## config.mk

```make
export PLATFORM = sky130hd
export DESIGN_NAME = jcd_jtag_chain
export DESIGN_NICKNAME = d
export VERILOG_FILES = /design/src/verilog/jcd_jtag_chain.v
export VERILOG_INCLUDE_DIRS = /design/src /design/src/verilog
export SDC_FILE = /design/constraint.sdc
export NUM_CORES = 1
export LEC_CHECK = 0
export BUFFER_PORTS_ARGS = -buffer_cell sky130_fd_sc_hd__buf_2
export CAP_MARGIN = 20
export CORE_MARGIN = 4
export CORE_UTILIZATION = 55
export CTS_BUF_LIST = sky130_fd_sc_hd__clkbuf_16
export DETAILED_ROUTE_END_ITERATION = 7
export PLACE_DENSITY_LB_ADDON = 0.3
export SYNTH_ARGS = -nofsm -noshare
export SYNTH_HDL_FRONTEND = slang
export SYNTH_HIERARCHICAL = 1
export SYNTH_SLANG_ARGS = --single-unit
```

## constraint.sdc

```tcl
create_clock -name mclk -period 5.15 [get_ports mclk]
set_clock_uncertainty 0.15 [all_clocks]
set_input_delay 0.2575 -clock mclk [delete_from_list [all_inputs] [get_ports mclk]]
set_output_delay 0.2575 -clock mclk [all_outputs]
set_load 0.01 [all_outputs]
```

## src/verilog/jcd_map.vh

```
// Constants for the JTAG chain and debug sync block.
// Assumes inclusion by bare name from jcd_jtag_chain.v only.
`ifndef JCD_MAP_VH
`define JCD_MAP_VH

// =====================================================================
// Instruction register
// =====================================================================
`define JCD_IR_W            4
`define JCD_IR_CAPTURE      4'h1
`define JCD_INS_EXTEST      4'h0
`define JCD_INS_SAMPLE      4'h1
`define JCD_INS_DEVICE_IDENTIFICATION_WORD      4'h2
`define JCD_INS_USERCODE    4'h3
`define JCD_INS_ACCESS      4'h4
`define JCD_INS_BYPASS      4'hF

// =====================================================================
// Identification word layout
// =====================================================================
`define JCD_ID_VER_MSB      31
`define JCD_ID_VER_LSB      28
`define JCD_ID_PART_MSB     27
`define JCD_ID_PART_LSB     12
`define JCD_ID_MFR_MSB      11
`define JCD_ID_MFR_LSB      1
`define JCD_ID_FIXED_BIT    0

// =====================================================================
// User code word layout
// =====================================================================
`define JCD_UC_UID_MSB      31
`define JCD_UC_UID_LSB      16
`define JCD_UC_UNUSED_W     12
`define JCD_UC_REV_MSB      3
`define JCD_UC_REV_LSB      0

// =====================================================================
// Reset values and widths
// =====================================================================
`define JCD_WORD_W          32
`define JCD_SYNC_IDLE       1'b0
`define JCD_PIN_LOW         1'b0

`endif

```

## src/verilog/jcd_jtag_chain.v

```verilog
// Three TAP controllers in series behind one four-wire test port,
// plus the open-drain debug synchronisation pin.
// Assumes TCK, TMS, TDI and the sync pin are asynchronous to mclk and
// that mclk runs well above TCK (50 MHz against a 160 ns TCK period).
`timescale 1ns/1ps
`default_nettype none
`include "jcd_map.vh"

// =====================================================================
// One TAP controller, sampled-edge style
// =====================================================================
module jcd_tap #(
    parameter        DW       = 32,
    parameter        HAS_BSR  = 0,
    parameter [31:0] ID_WORD  = 32'h0000_0001
) (
    input  wire          mclk,
    input  wire          rstn,
    input  wire          tck_rise,
    input  wire          tms,
    input  wire          tdi,
    input  wire [31:0]   user_word,
    input  wire [DW-1:0] cap_data,
    output reg           so,
    output reg  [DW-1:0] upd_data_reg,
    output reg           upd_pulse_reg,
    output reg           extest_reg,
    output wire          shifting
);
    localparam [15:0] S_TLR   = 16'h0001;
    localparam [15:0] S_RTI   = 16'h0002;
    localparam [15:0] S_SELDR = 16'h0004;
    localparam [15:0] S_CAPDR = 16'h0008;
    localparam [15:0] S_SHDR  = 16'h0010;
    localparam [15:0] S_EX1DR = 16'h0020;
    localparam [15:0] S_PADR  = 16'h0040;
    localparam [15:0] S_EX2DR = 16'h0080;
    localparam [15:0] S_UPDR  = 16'h0100;
    localparam [15:0] S_SELIR = 16'h0200;
    localparam [15:0] S_CAPIR = 16'h0400;
    localparam [15:0] S_SHIR  = 16'h0800;
    localparam [15:0] S_EX1IR = 16'h1000;
    localparam [15:0] S_PAIR  = 16'h2000;
    localparam [15:0] S_EX2IR = 16'h4000;
    localparam [15:0] S_UPIR  = 16'h8000;

    reg [15:0]           state_reg;
    reg [15:0]           state_next;
    reg [`JCD_IR_W-1:0]  ir_reg;
    reg [`JCD_IR_W-1:0]  ir_shift_reg;
    reg [31:0]           id_shift_reg;
    reg [DW-1:0]         acc_shift_reg;
    reg                  bypass_reg;
    wire                 id_sel;
    wire                 uc_sel;
    wire                 acc_sel;

    // Instruction decode; unknown codes fall to bypass
    assign id_sel   = (ir_reg == `JCD_INS_DEVICE_IDENTIFICATION_WORD);
    assign uc_sel   = (ir_reg == `JCD_INS_USERCODE);
    assign acc_sel  = (HAS_BSR != 0) ? ((ir_reg == `JCD_INS_EXTEST) || (ir_reg == `JCD_INS_SAMPLE))
                                     : (ir_reg == `JCD_INS_ACCESS);
    assign shifting = (state_reg == S_SHDR) || (state_reg == S_SHIR);

    // Standard TAP state walk; five TMS-high edges always reach TLR
    always @* begin
        case (state_reg)
            S_TLR:   state_next = tms ? S_TLR   : S_RTI;
            S_RTI:   state_next = tms ? S_SELDR : S_RTI;
            S_SELDR: state_next = tms ? S_SELIR : S_CAPDR;
            S_CAPDR: state_next = tms ? S_EX1DR : S_SHDR;
            S_SHDR:  state_next = tms ? S_EX1DR : S_SHDR;
            S_EX1DR: state_next = tms ? S_UPDR  : S_PADR;
            S_PADR:  state_next = tms ? S_EX2DR : S_PADR;
            S_EX2DR: state_next = tms ? S_UPDR  : S_SHDR;
            S_UPDR:  state_next = tms ? S_SELDR : S_RTI;
            S_SELIR: state_next = tms ? S_TLR   : S_CAPIR;
            S_CAPIR: state_next = tms ? S_EX1IR : S_SHIR;
            S_SHIR:  state_next = tms ? S_EX1IR : S_SHIR;
            S_EX1IR: state_next = tms ? S_UPIR  : S_PAIR;
            S_PAIR:  state_next = tms ? S_EX2IR : S_PAIR;
            S_EX2IR: state_next = tms ? S_UPIR  : S_SHIR;
            S_UPIR:  state_next = tms ? S_SELDR : S_RTI;
            default: state_next = S_TLR;
        endcase
    end

    // Serial output of the selected register
    always @* begin
        if (state_reg == S_SHIR) begin
            so = ir_shift_reg[0];
        end else if (id_sel || uc_sel) begin
            so = id_shift_reg[0];
        end else if (acc_sel) begin
            so = acc_shift_reg[0];
        end else begin
            so = bypass_reg;
        end
    end

    // State, capture, shift and update actions on each TCK rise
    always @(posedge mclk or negedge rstn) begin
        if (!rstn) begin
            state_reg     <= S_TLR;
            ir_reg        <= `JCD_INS_DEVICE_IDENTIFICATION_WORD;
            ir_shift_reg  <= {`JCD_IR_W{1'b0}};
            id_shift_reg  <= 32'h0000_0000;
            acc_shift_reg <= {DW{1'b0}};
            bypass_reg    <= 1'b0;
            upd_data_reg  <= {DW{1'b0}};
            upd_pulse_reg <= 1'b0;
            extest_reg    <= 1'b0;
        end else begin
            upd_pulse_reg <= 1'b0;
            if (tck_rise) begin
                state_reg <= state_next;
                if (state_next == S_TLR) begin
                    ir_reg     <= `JCD_INS_DEVICE_IDENTIFICATION_WORD;
                    extest_reg <= 1'b0;
                end
                case (state_reg)
                    S_CAPIR: begin
                        ir_shift_reg <= `JCD_IR_CAPTURE;
                    end
                    S_SHIR: begin
                        ir_shift_reg <= {tdi, ir_shift_reg[`JCD_IR_W-1:1]};
                    end
                    S_UPIR: begin
                        ir_reg     <= ir_shift_reg;
                        extest_reg <= (HAS_BSR != 0) && (ir_shift_reg == `JCD_INS_EXTEST);
                    end
                    S_CAPDR: begin
                        bypass_reg <= 1'b0;
                        if (id_sel) begin
                            id_shift_reg <= ID_WORD;
                        end else if (uc_sel) begin
                            id_shift_reg <= user_word;
                        end
                        if (acc_sel) begin
                            acc_shift_reg <= cap_data;
                        end
                    end
                    S_SHDR: begin
                        bypass_reg    <= tdi;
                        id_shift_reg  <= {tdi, id_shift_reg[31:1]};
                        acc_shift_reg <= {tdi, acc_shift_reg[DW-1:1]};
                    end
                    S_UPDR: begin
                        if (acc_sel) begin
                            upd_data_reg  <= acc_shift_reg;
                            upd_pulse_reg <= 1'b1;
                        end
                    end
                    default: begin
                        bypass_reg <= bypass_reg;
                    end
                endcase
            end
        end
    end
endmodule

// =====================================================================
// Chain top: debug TAP, boundary scan TAP, processor TAP
// =====================================================================
// Function
// - After reset, three TAP controllers sit in series on the chain.
// - The debug TAP reaches peripherals, including converter and USB block.
// - The boundary scan TAP is a standard controller scanning the I/O pins.
// - The processor TAP reaches tile, switch and OTP for loading and debug.
// - Five TCK cycles with TMS high return the TAP logic to reset.
// - The debug sync pin works as either an output or an input.
// - In output mode the pin is driven low once a breakpoint is hit.
// - In output mode the pin stays released until a breakpoint is hit.
// - In input mode, an outside low on the pin forces debug mode.
// - Software selects how the processor reacts to the sync pin.
// - DEVICE_IDENTIFICATION_WORD shifts out version, part, maker fields, least bit one.
module jcd_jtag_chain #(
    parameter        PER_W     = 32,
    parameter        TILE_W    = 32,
    parameter        BSR_W     = 16,
    parameter [3:0]  ID_VER    = 4'h1,       // Arbitrary value
    parameter [15:0] ID_PART   = 16'h0A5C,   // Arbitrary value
    parameter [10:0] ID_MFR    = 11'h2B4,    // Arbitrary value
    parameter [3:0]  SI_REV    = 4'h1        // Arbitrary value
) (
    input  wire              mclk,
    input  wire              rstn,
    input  wire              jtag_tck,
    input  wire              jtag_tms,
    input  wire              jtag_tdi,
    output reg               jtag_tdo,
    output reg               jtag_tdo_oe,
    input  wire              dbg_sync_in,
    output reg               dbg_sync_out,
    output reg               dbg_sync_oe,
    input  wire              sync_drive_en,
    input  wire              sync_listen_en,
    input  wire              bkpt_hit,
    output reg               force_debug,
    input  wire [15:0]       otp_user_id,
    input  wire [PER_W-1:0]  per_rd_data,
    output wire [PER_W-1:0]  per_wr_data,
    output wire              per_wr_stb,
    input  wire [TILE_W-1:0] tile_rd_data,
    output wire [TILE_W-1:0] tile_wr_data,
    output wire              tile_wr_stb,
    input  wire [BSR_W-1:0]  pin_in,
    output wire [BSR_W-1:0]  pin_out,
    output wire              pin_extest
);
    localparam [31:0] ID_WORD = {ID_VER, ID_PART, ID_MFR, 1'b1};

    reg         tck_s1_reg;
    reg         tck_s2_reg;
    reg         tck_s3_reg;
    reg         tms_s1_reg;
    reg         tms_s2_reg;
    reg         tdi_s1_reg;
    reg         tdi_s2_reg;
    reg         sync_s1_reg;
    reg         sync_s2_reg;
    wire        tck_rise;
    wire        tck_fall;
    wire        dbg_so;
    wire        bsr_so;
    wire        proc_so;
    wire [2:0]  shift_vec;
    wire [31:0] user_word;

    // Edge detect on the synchronised test clock
    assign tck_rise = tck_s2_reg & ~tck_s3_reg;
    assign tck_fall = ~tck_s2_reg & tck_s3_reg;

    // User word: OTP id, unused zeros, revision
    assign user_word = {otp_user_id, {`JCD_UC_UNUSED_W{1'b0}}, SI_REV};

    // Two-flop synchronisers for the test port and sync pin inputs
    always @(posedge mclk or negedge rstn) begin
        if (!rstn) begin
            tck_s1_reg  <= 1'b0;
            tck_s2_reg  <= 1'b0;
            tck_s3_reg  <= 1'b0;
            tms_s1_reg  <= 1'b1;
            tms_s2_reg  <= 1'b1;
            tdi_s1_reg  <= 1'b1;
            tdi_s2_reg  <= 1'b1;
            sync_s1_reg <= 1'b1;
            sync_s2_reg <= 1'b1;
        end else begin
            tck_s1_reg  <= jtag_tck;
            tck_s2_reg  <= tck_s1_reg;
            tck_s3_reg  <= tck_s2_reg;
            tms_s1_reg  <= jtag_tms;
            tms_s2_reg  <= tms_s1_reg;
            tdi_s1_reg  <= jtag_tdi;
            tdi_s2_reg  <= tdi_s1_reg;
            sync_s1_reg <= dbg_sync_in;
            sync_s2_reg <= sync_s1_reg;
        end
    end

    // Debug TAP, first on the chain, facing the peripherals
    jcd_tap #(.DW(PER_W), .HAS_BSR(0), .ID_WORD(ID_WORD)) u_dbg_tap (
        .mclk          (mclk),
        .rstn          (rstn),
        .tck_rise      (tck_rise),
        .tms           (tms_s2_reg),
        .tdi           (tdi_s2_reg),
        .user_word     (user_word),
        .cap_data      (per_rd_data),
        .so            (dbg_so),
        .upd_data_reg  (per_wr_data),
        .upd_pulse_reg (per_wr_stb),
        .extest_reg    (),
        .shifting      (shift_vec[0])
    );

    // Boundary scan TAP in the middle, facing the I/O pins
    jcd_tap #(.DW(BSR_W), .HAS_BSR(1), .ID_WORD(ID_WORD)) u_bsr_tap (
        .mclk          (mclk),
        .rstn          (rstn),
        .tck_rise      (tck_rise),
        .tms           (tms_s2_reg),
        .tdi           (dbg_so),
        .user_word     (user_word),
        .cap_data      (pin_in),
        .so            (bsr_so),
        .upd_data_reg  (pin_out),
        .upd_pulse_reg (),
        .extest_reg    (pin_extest),
        .shifting      (shift_vec[1])
    );

    // Processor TAP, last on the chain, facing tile, switch and OTP
    jcd_tap #(.DW(TILE_W), .HAS_BSR(0), .ID_WORD(ID_WORD)) u_proc_tap (
        .mclk          (mclk),
        .rstn          (rstn),
        .tck_rise      (tck_rise),
        .tms           (tms_s2_reg),
        .tdi           (bsr_so),
        .user_word     (user_word),
        .cap_data      (tile_rd_data),
        .so            (proc_so),
        .upd_data_reg  (tile_wr_data),
        .upd_pulse_reg (tile_wr_stb),
        .extest_reg    (),
        .shifting      (shift_vec[2])
    );

    // TDO changes on the falling TCK edge, driven only while shifting
    always @(posedge mclk or negedge rstn) begin
        if (!rstn) begin
            jtag_tdo    <= 1'b0;
            jtag_tdo_oe <= 1'b0;
        end else if (tck_fall) begin
            jtag_tdo    <= proc_so;
            jtag_tdo_oe <= |shift_vec;
        end
    end

    // Debug sync pin: open drain, low once a breakpoint is hit
    always @(posedge mclk or negedge rstn) begin
        if (!rstn) begin
            dbg_sync_out <= `JCD_PIN_LOW;
            dbg_sync_oe  <= `JCD_SYNC_IDLE;
            force_debug  <= 1'b0;
        end else begin
            dbg_sync_out <= `JCD_PIN_LOW;
            if (!sync_drive_en) begin
                dbg_sync_oe <= 1'b0;
            end else if (bkpt_hit) begin
                dbg_sync_oe <= 1'b1;
            end
            force_debug <= sync_listen_en & ~sync_s2_reg;
        end
    end
endmodule
`default_nettype wire

```

# Yosys cells after proc, flatten, opt, wreduce, memory -nomap -nowiden
# Cells that the tools add are included.
totals:
  regBits: 347
  in_bits: 105
  output_inout_bits: 88
  elab_cells: 217
classes:
  eq_ne: 67
  muxes: 61
  bitwise: 6
  n_reduce_logical: 46
ops:
  columns: ["op", "count"]
  rows:
  - ["$pmux 16 s12", 3]
  - ["$pmux 32 s2", 5]
  - ["$mux 32", 8]
  - ["$eq 16x1->1 const B", 6]
  - ["$eq 16x10->1 const B", 3]
  - ["$eq 16x11->1 const B", 3]
  - ["$eq 16x12->1 const B", 3]
  - ["$eq 16x13->1 const B", 3]
  - ["$eq 16x14->1 const B", 3]
  - ["$eq 16x15->1 const B", 3]
  - ["$eq 16x16->1 const B", 3]
  - ["$eq 16x2->1 const B", 3]
  - ["$eq 16x3->1 const B", 3]
  - ["$eq 16x4->1 const B", 3]
  - ["$eq 16x5->1 const B", 3]
  - ["$eq 16x6->1 const B", 3]
  - ["$eq 16x7->1 const B", 3]
  - ["$eq 16x8->1 const B", 3]
  - ["$eq 16x9->1 const B", 3]
  - ["$mux 16", 3]
  - ["$pmux 16 s2", 1]
  - ["$reduce_and 3->1", 9]
  - ["$eq 4x2->1 const B", 6]
  - ["$mux 4", 6]
  - ["other kinds (24)", 88]

# Logic depth before layout (Yosys ltp)
depth:
  ltp_word: 6
  ltp_mapped: 10
  ltp_nobuf: 8

# By module
# Netlist, hierarchy kept.
modules_own_cells:
  columns: ["mod", "instances", "cells_per_inst", "area_each_um2", "seq_area_each_um2"]
  rows:
  - ["jcd_tap at u_dbg_tap", 1, 601, 6401.1, 3055.4]
  - ["jcd_tap at u_proc_tap", 1, 587, 6264.8, 3055.4]
  - ["jcd_tap at u_bsr_tap", 1, 494, 4670.7, 2279.7]
  - ["jcd_jtag_chain", 1, 23, 406.6, 332.8]

# Least setup slack after synthesis
# No wires, ideal clock.
synth_timing:
  path_kind: "register -> register"
  startpoint: "register u_proc_tap.state_reg[9]"
  endpoint: "register u_proc_tap.acc_shift_reg[10]"
  setup_time_ns: 0.128
  arrival_ns: 2.486
  t_required_ns: 4.872
  path_slack_ns: 2.386
  path_stages_with_launch: 10
  n_path_buf: 4
  synth_period_minus_slack_ns: 2.764
  cell_sequence: "dfrtp_1 buf_6 or4_1 buf_2 nor4_4 and3_1 buf_2 buf_4 mux2_1 mux2_1"
synth_between:
  elab_chain_len: 3
  word_cells_on_any_way: 6
  cone_classes: "eq/ne: 3; mux: 1; reduce/logical: 2"
synth_lines:
  columns: ["item", "line", "source"]
  rows:
  - ["start, declared", "jcd_jtag_chain.v:47", "reg [15:0] state_reg;"]
  - ["start signal, assigned", "jcd_jtag_chain.v:116", "state_reg <= state_next;"]
  - ["$eq 16x4->1 / $eq 16x5->1 (equally long branches)", "jcd_jtag_chain.v:121", "case (state_reg)"]
  - ["$ne 2x1->1 (no source line) / $reduce_bool 2->1 (equally long branches)", null, null]
  - ["$reduce_and 3->1 (no source line)", null, null]
  - ["end signal, assigned", "jcd_jtag_chain.v:108", "acc_shift_reg <= {DW{1'b0}};"]
  - ["end signal, assigned", "jcd_jtag_chain.v:140", "acc_shift_reg <= cap_data;"]
  - ["end signal, assigned", "jcd_jtag_chain.v:146", "acc_shift_reg <= {tdi, acc_shift_reg[DW-1:1]};"]
  - ["end, declared", "jcd_jtag_chain.v:52", "reg [DW-1:0] acc_shift_reg;"]
# Parallel ways exist; a longest one is shown, timed or not.
# A chain may end at the register's enable or synchronous reset.

# Final worst setup path
layout_timing:
  startpoint: "register u_proc_tap.state_reg[11]"
  endpoint: "register u_proc_tap.id_shift_reg[10]"
layout_between:
  elab_chain_len: 3
  word_cells_on_any_way: 6
  cone_classes: "eq/ne: 3; mux: 1; reduce/logical: 2"
layout_lines:
  columns: ["item", "line", "source"]
  rows:
  - ["$eq 16x4->1 / $eq 16x5->1 (equally long branches)", "jcd_jtag_chain.v:121", null]
  - ["$ne 3x1->1 (no source line) / $reduce_bool 2->1 (equally long branches)", null, null]
  - ["$reduce_and 3->1 (no source line)", null, null]
  - ["end signal, assigned", "jcd_jtag_chain.v:137", "id_shift_reg <= user_word;"]
  - ["end signal, assigned", "jcd_jtag_chain.v:145", "id_shift_reg <= {tdi, id_shift_reg[31:1]};"]
  - ["end, declared", "jcd_jtag_chain.v:51", "reg [31:0] id_shift_reg;"]
# Parallel ways exist; a longest one is shown, timed or not.

==> impl_metrics.csv <==
group,metric,value,unit
sta,period_minus_slack,3.388,ns
global_routing,first_pass_grt_wire_length,67610,um
drt,drc_violation_count_after_routing,0,
sta,max_slew.worst_pin.slew,1.008,ns
worst_setup_path,crit-reg2reg-capture,"u_proc_tap/id_shift_reg[10]",
clocking,max-clock-path-buffers,3,
die,die_x,187.4,um
worst_setup_path,r2r.worst_path.cells,7,
sta,max_freq,295.1,MHz
power_and_ir_drop,power.static_leakage,10.67,nW
clocking,cts-root-buf,"sky130_fd_sc_hd__clkbuf_16",
worst_setup_path,crit_fanout,35,
clocking,tritoncts_num_sinks,347,
run,drv.max_cap_violation_count,0,
die,rows,65,
drt,postRouteWirelength,40020,um
worst_setup_path,crit_path_start_kind,"register",
worst_hold_path,hold-path-endpoint,"u_bsr_tap/id_shift_reg[21]",
sta,final.setup.tns,0,ns
sta,maxSlewViolCount,0,
yosys,synthesis.area_per_instance,10.41,sq um
worst_setup_path,worst_ep_arrival_time,3.63,ns
global_routing,pin_count_of_the_biggest_net_entering_global_routing,128,
worst_setup_path,ff2ff_setup_slack,1.76,ns
die,initial_utilization,55.93,%
clocking,htree_levels,2,
worst_setup_path,data_required_time_at_the_worst_endpoint,5.39,ns
cells_and_area,post_route_cells_drive_above_1_share,22.46,%
yosys,synth-warning-count,6,
drt,detailedRoute.firstPassIterationCount,5,
clocking,post-cts-setup-buffer-count,0,
worst_hold_path,holdCritPathClass,"primary input to register",
sta,slew_headroom,32.58,%
yosys,cell_area_after_technology_mapping,17700,sq um
die,floorplan.io_pins,193,
yosys,syn_inst,1700,
clocking,clkLatencyLatePin,0.53,ns
global_routing,globalRouteTotalUtil,22.54,%
drt,num_vias,13325,
drt,antenna_violating_nets_post_route,0,
cells_and_area,layout-area-overhead-vs-synth,19.63,%
placement,io_buffers,191,
cells_and_area,fin_cells,2402,
worst_hold_path,min_delay_path_depth,4,
global_routing,global_route.overflow_total,0,
worst_hold_path,hold_path_startpoint,"otp_user_id[5]",
placement,place_hpwl,25180,um
sta,finalSetupViolCount,0,
die,placeableCoreArea,31640,sq um
clocking,clk_pin_slew_worst_paths,0.06,ns
clocking,cts-hold-fix-buffers,97,
global_routing,via_count_of_the_first_global_routing_pass,13426,
drt,route.detailed.wl_per_inst,16.66,um
sta,finalHoldViolCount,0,
clocking,cts_resized,0,
die,die_h,187.4,um
sta,final.period_utilization,65.79,%
drt,initialDrtViolationCount,888,
cells_and_area,layout.filler_cells,2358,
die,die_area,35110,sq um
worst_setup_path,r2r_start,"u_proc_tap/state_reg[11]",
power_and_ir_drop,power.density_cell_area,317.2,nW/um^2
worst_setup_path,critical_path_class,"register to register",
clocking,cts_tree,"done",
global_routing,antenna_found_initial,2,
cells_and_area,final_nets,2076,
placement,post-place-cells,2233,
outcome,outcome,"completed",
drt,viasPerCell,5.547,
clocking,cts_made_buffers,39,
sta,rsz0062_at_grt,"no",
placement,finalWeightedCongestion,0.8933,
worst_setup_path,end_kind,"register",
power_and_ir_drop,max_rail_drop_vdd,0.2575,mV
final cells by class:
| cell class | instances | area (sq um) | share of cell area (%) |
|---|---|---|---|
| antenna | 1 | 2.502 | 0.01182 |
| clock buffer | 40 | 1001 | 4.728 |
| clock inverter | 29 | 277.8 | 1.312 |
| inverter | 37 | 138.9 | 0.6561 |
| multi-input combinational | 1238 | 8424 | 39.80 |
| sequential | 347 | 8698 | 41.09 |
| tap | 402 | 503.0 | 2.376 |
| timing repair buffer | 308 | 2123 | 10.03 |
how the worst max path moves through the flow:
stage                             startpoint                      endpoint  slack, ns  cells after the start
floorplan            u_proc_tap/state_reg[9]  u_proc_tap/acc_shift_reg[10]       2.39                      9
global placement    u_proc_tap/state_reg[11]   u_proc_tap/id_shift_reg[26]       1.83                      7
detailed placement  u_proc_tap/state_reg[11]   u_proc_tap/id_shift_reg[26]       1.75                      7
CTS                 u_proc_tap/state_reg[11]   u_proc_tap/id_shift_reg[10]       1.73                      7
global route        u_proc_tap/state_reg[11]   u_proc_tap/id_shift_reg[10]       1.58                      7
finish              u_proc_tap/state_reg[11]   u_proc_tap/id_shift_reg[10]       1.76                      7
where the power goes:
| group | internal [mW] | leakage (nW) | switching (mW) |
|---|---|---|---|
| sequential | 2.93 | 4.20 | 0.168 |
| combinational | 0.379 | 5.83 | 0.476 |
| clock | 1.66 | 0.635 | 1.09 |
metal layers:
layer	share of wire, %	track usage, %
met1	45	31.49
met2	48	37.10
met3	4.4	3.397
met4	2.3	6.239
met5	0.032	0
worst max-delay path: stages (launching register included):
cell and delay [ns]:
sky130_fd_sc_hd__dfrtp_1 0.57, sky130_fd_sc_hd__or4_1 0.64, sky130_fd_sc_hd__nor4_4 0.34, sky130_fd_sc_hd__nand3_4 0.09, sky130_fd_sc_hd__buf_4 0.32, sky130_fd_sc_hd__a21oi_4 0.51
sky130_fd_sc_hd__buf_4 0.29, sky130_fd_sc_hd__mux2_1 0.34
stage by stage:
stage	utilization (%)	total power, mW	hold slack [ns]	cell area (sq um)	worst slack [ns]
2_1_floorplan	-	3.661	-0.1881	17870	2.386
3_3_place_gp	59.65	3.908	0.1903	18870	1.832
3_5_place_dp	59.71	3.932	0.1872	18890	1.749
4_1_cts	66.82	6.785	0.02054	21140	1.734
5_1_grt	66.91	7.037	0.04927	21170	1.577
6_report	66.91	6.714	0.03873	21170	1.762
cell usage in the layout (no fill, tap or decap), types with 6 or more instances in the layout:
cell type / count
sky130_fd_sc_hd__a21o_1: 11
sky130_fd_sc_hd__a21oi_1: 37
sky130_fd_sc_hd__a22o_1: 6
sky130_fd_sc_hd__a31oi_1: 9
sky130_fd_sc_hd__and3_1: 29
sky130_fd_sc_hd__buf_2: 190
sky130_fd_sc_hd__buf_4: 16
sky130_fd_sc_hd__clkbuf_16: 40
sky130_fd_sc_hd__clkinv_1: 12
sky130_fd_sc_hd__clkinv_2: 6
sky130_fd_sc_hd__conb_1: 49
sky130_fd_sc_hd__dfrtp_1: 335
sky130_fd_sc_hd__dfstp_2: 12
sky130_fd_sc_hd__dlygate4sd3_1: 97
sky130_fd_sc_hd__inv_1: 38
sky130_fd_sc_hd__mux2_1: 81
sky130_fd_sc_hd__mux2_2: 62
sky130_fd_sc_hd__mux2_4: 70
sky130_fd_sc_hd__mux2i_1: 58
sky130_fd_sc_hd__nand2_1: 331
sky130_fd_sc_hd__nand3_1: 42
sky130_fd_sc_hd__nand4_1: 28
sky130_fd_sc_hd__nor2_1: 77
sky130_fd_sc_hd__nor2b_1: 28
sky130_fd_sc_hd__nor3_1: 35
sky130_fd_sc_hd__nor4_1: 20
sky130_fd_sc_hd__nor4b_1: 9
sky130_fd_sc_hd__o21ai_0: 79
sky130_fd_sc_hd__o21ai_1: 8
sky130_fd_sc_hd__o22ai_1: 7
sky130_fd_sc_hd__o2bb2ai_1: 17
sky130_fd_sc_hd__o41ai_1: 7
sky130_fd_sc_hd__or3_1: 18
sky130_fd_sc_hd__xnor2_1: 11
sky130_fd_sc_hd__xor2_1: 13
Power figures use the tool's default switching activity.
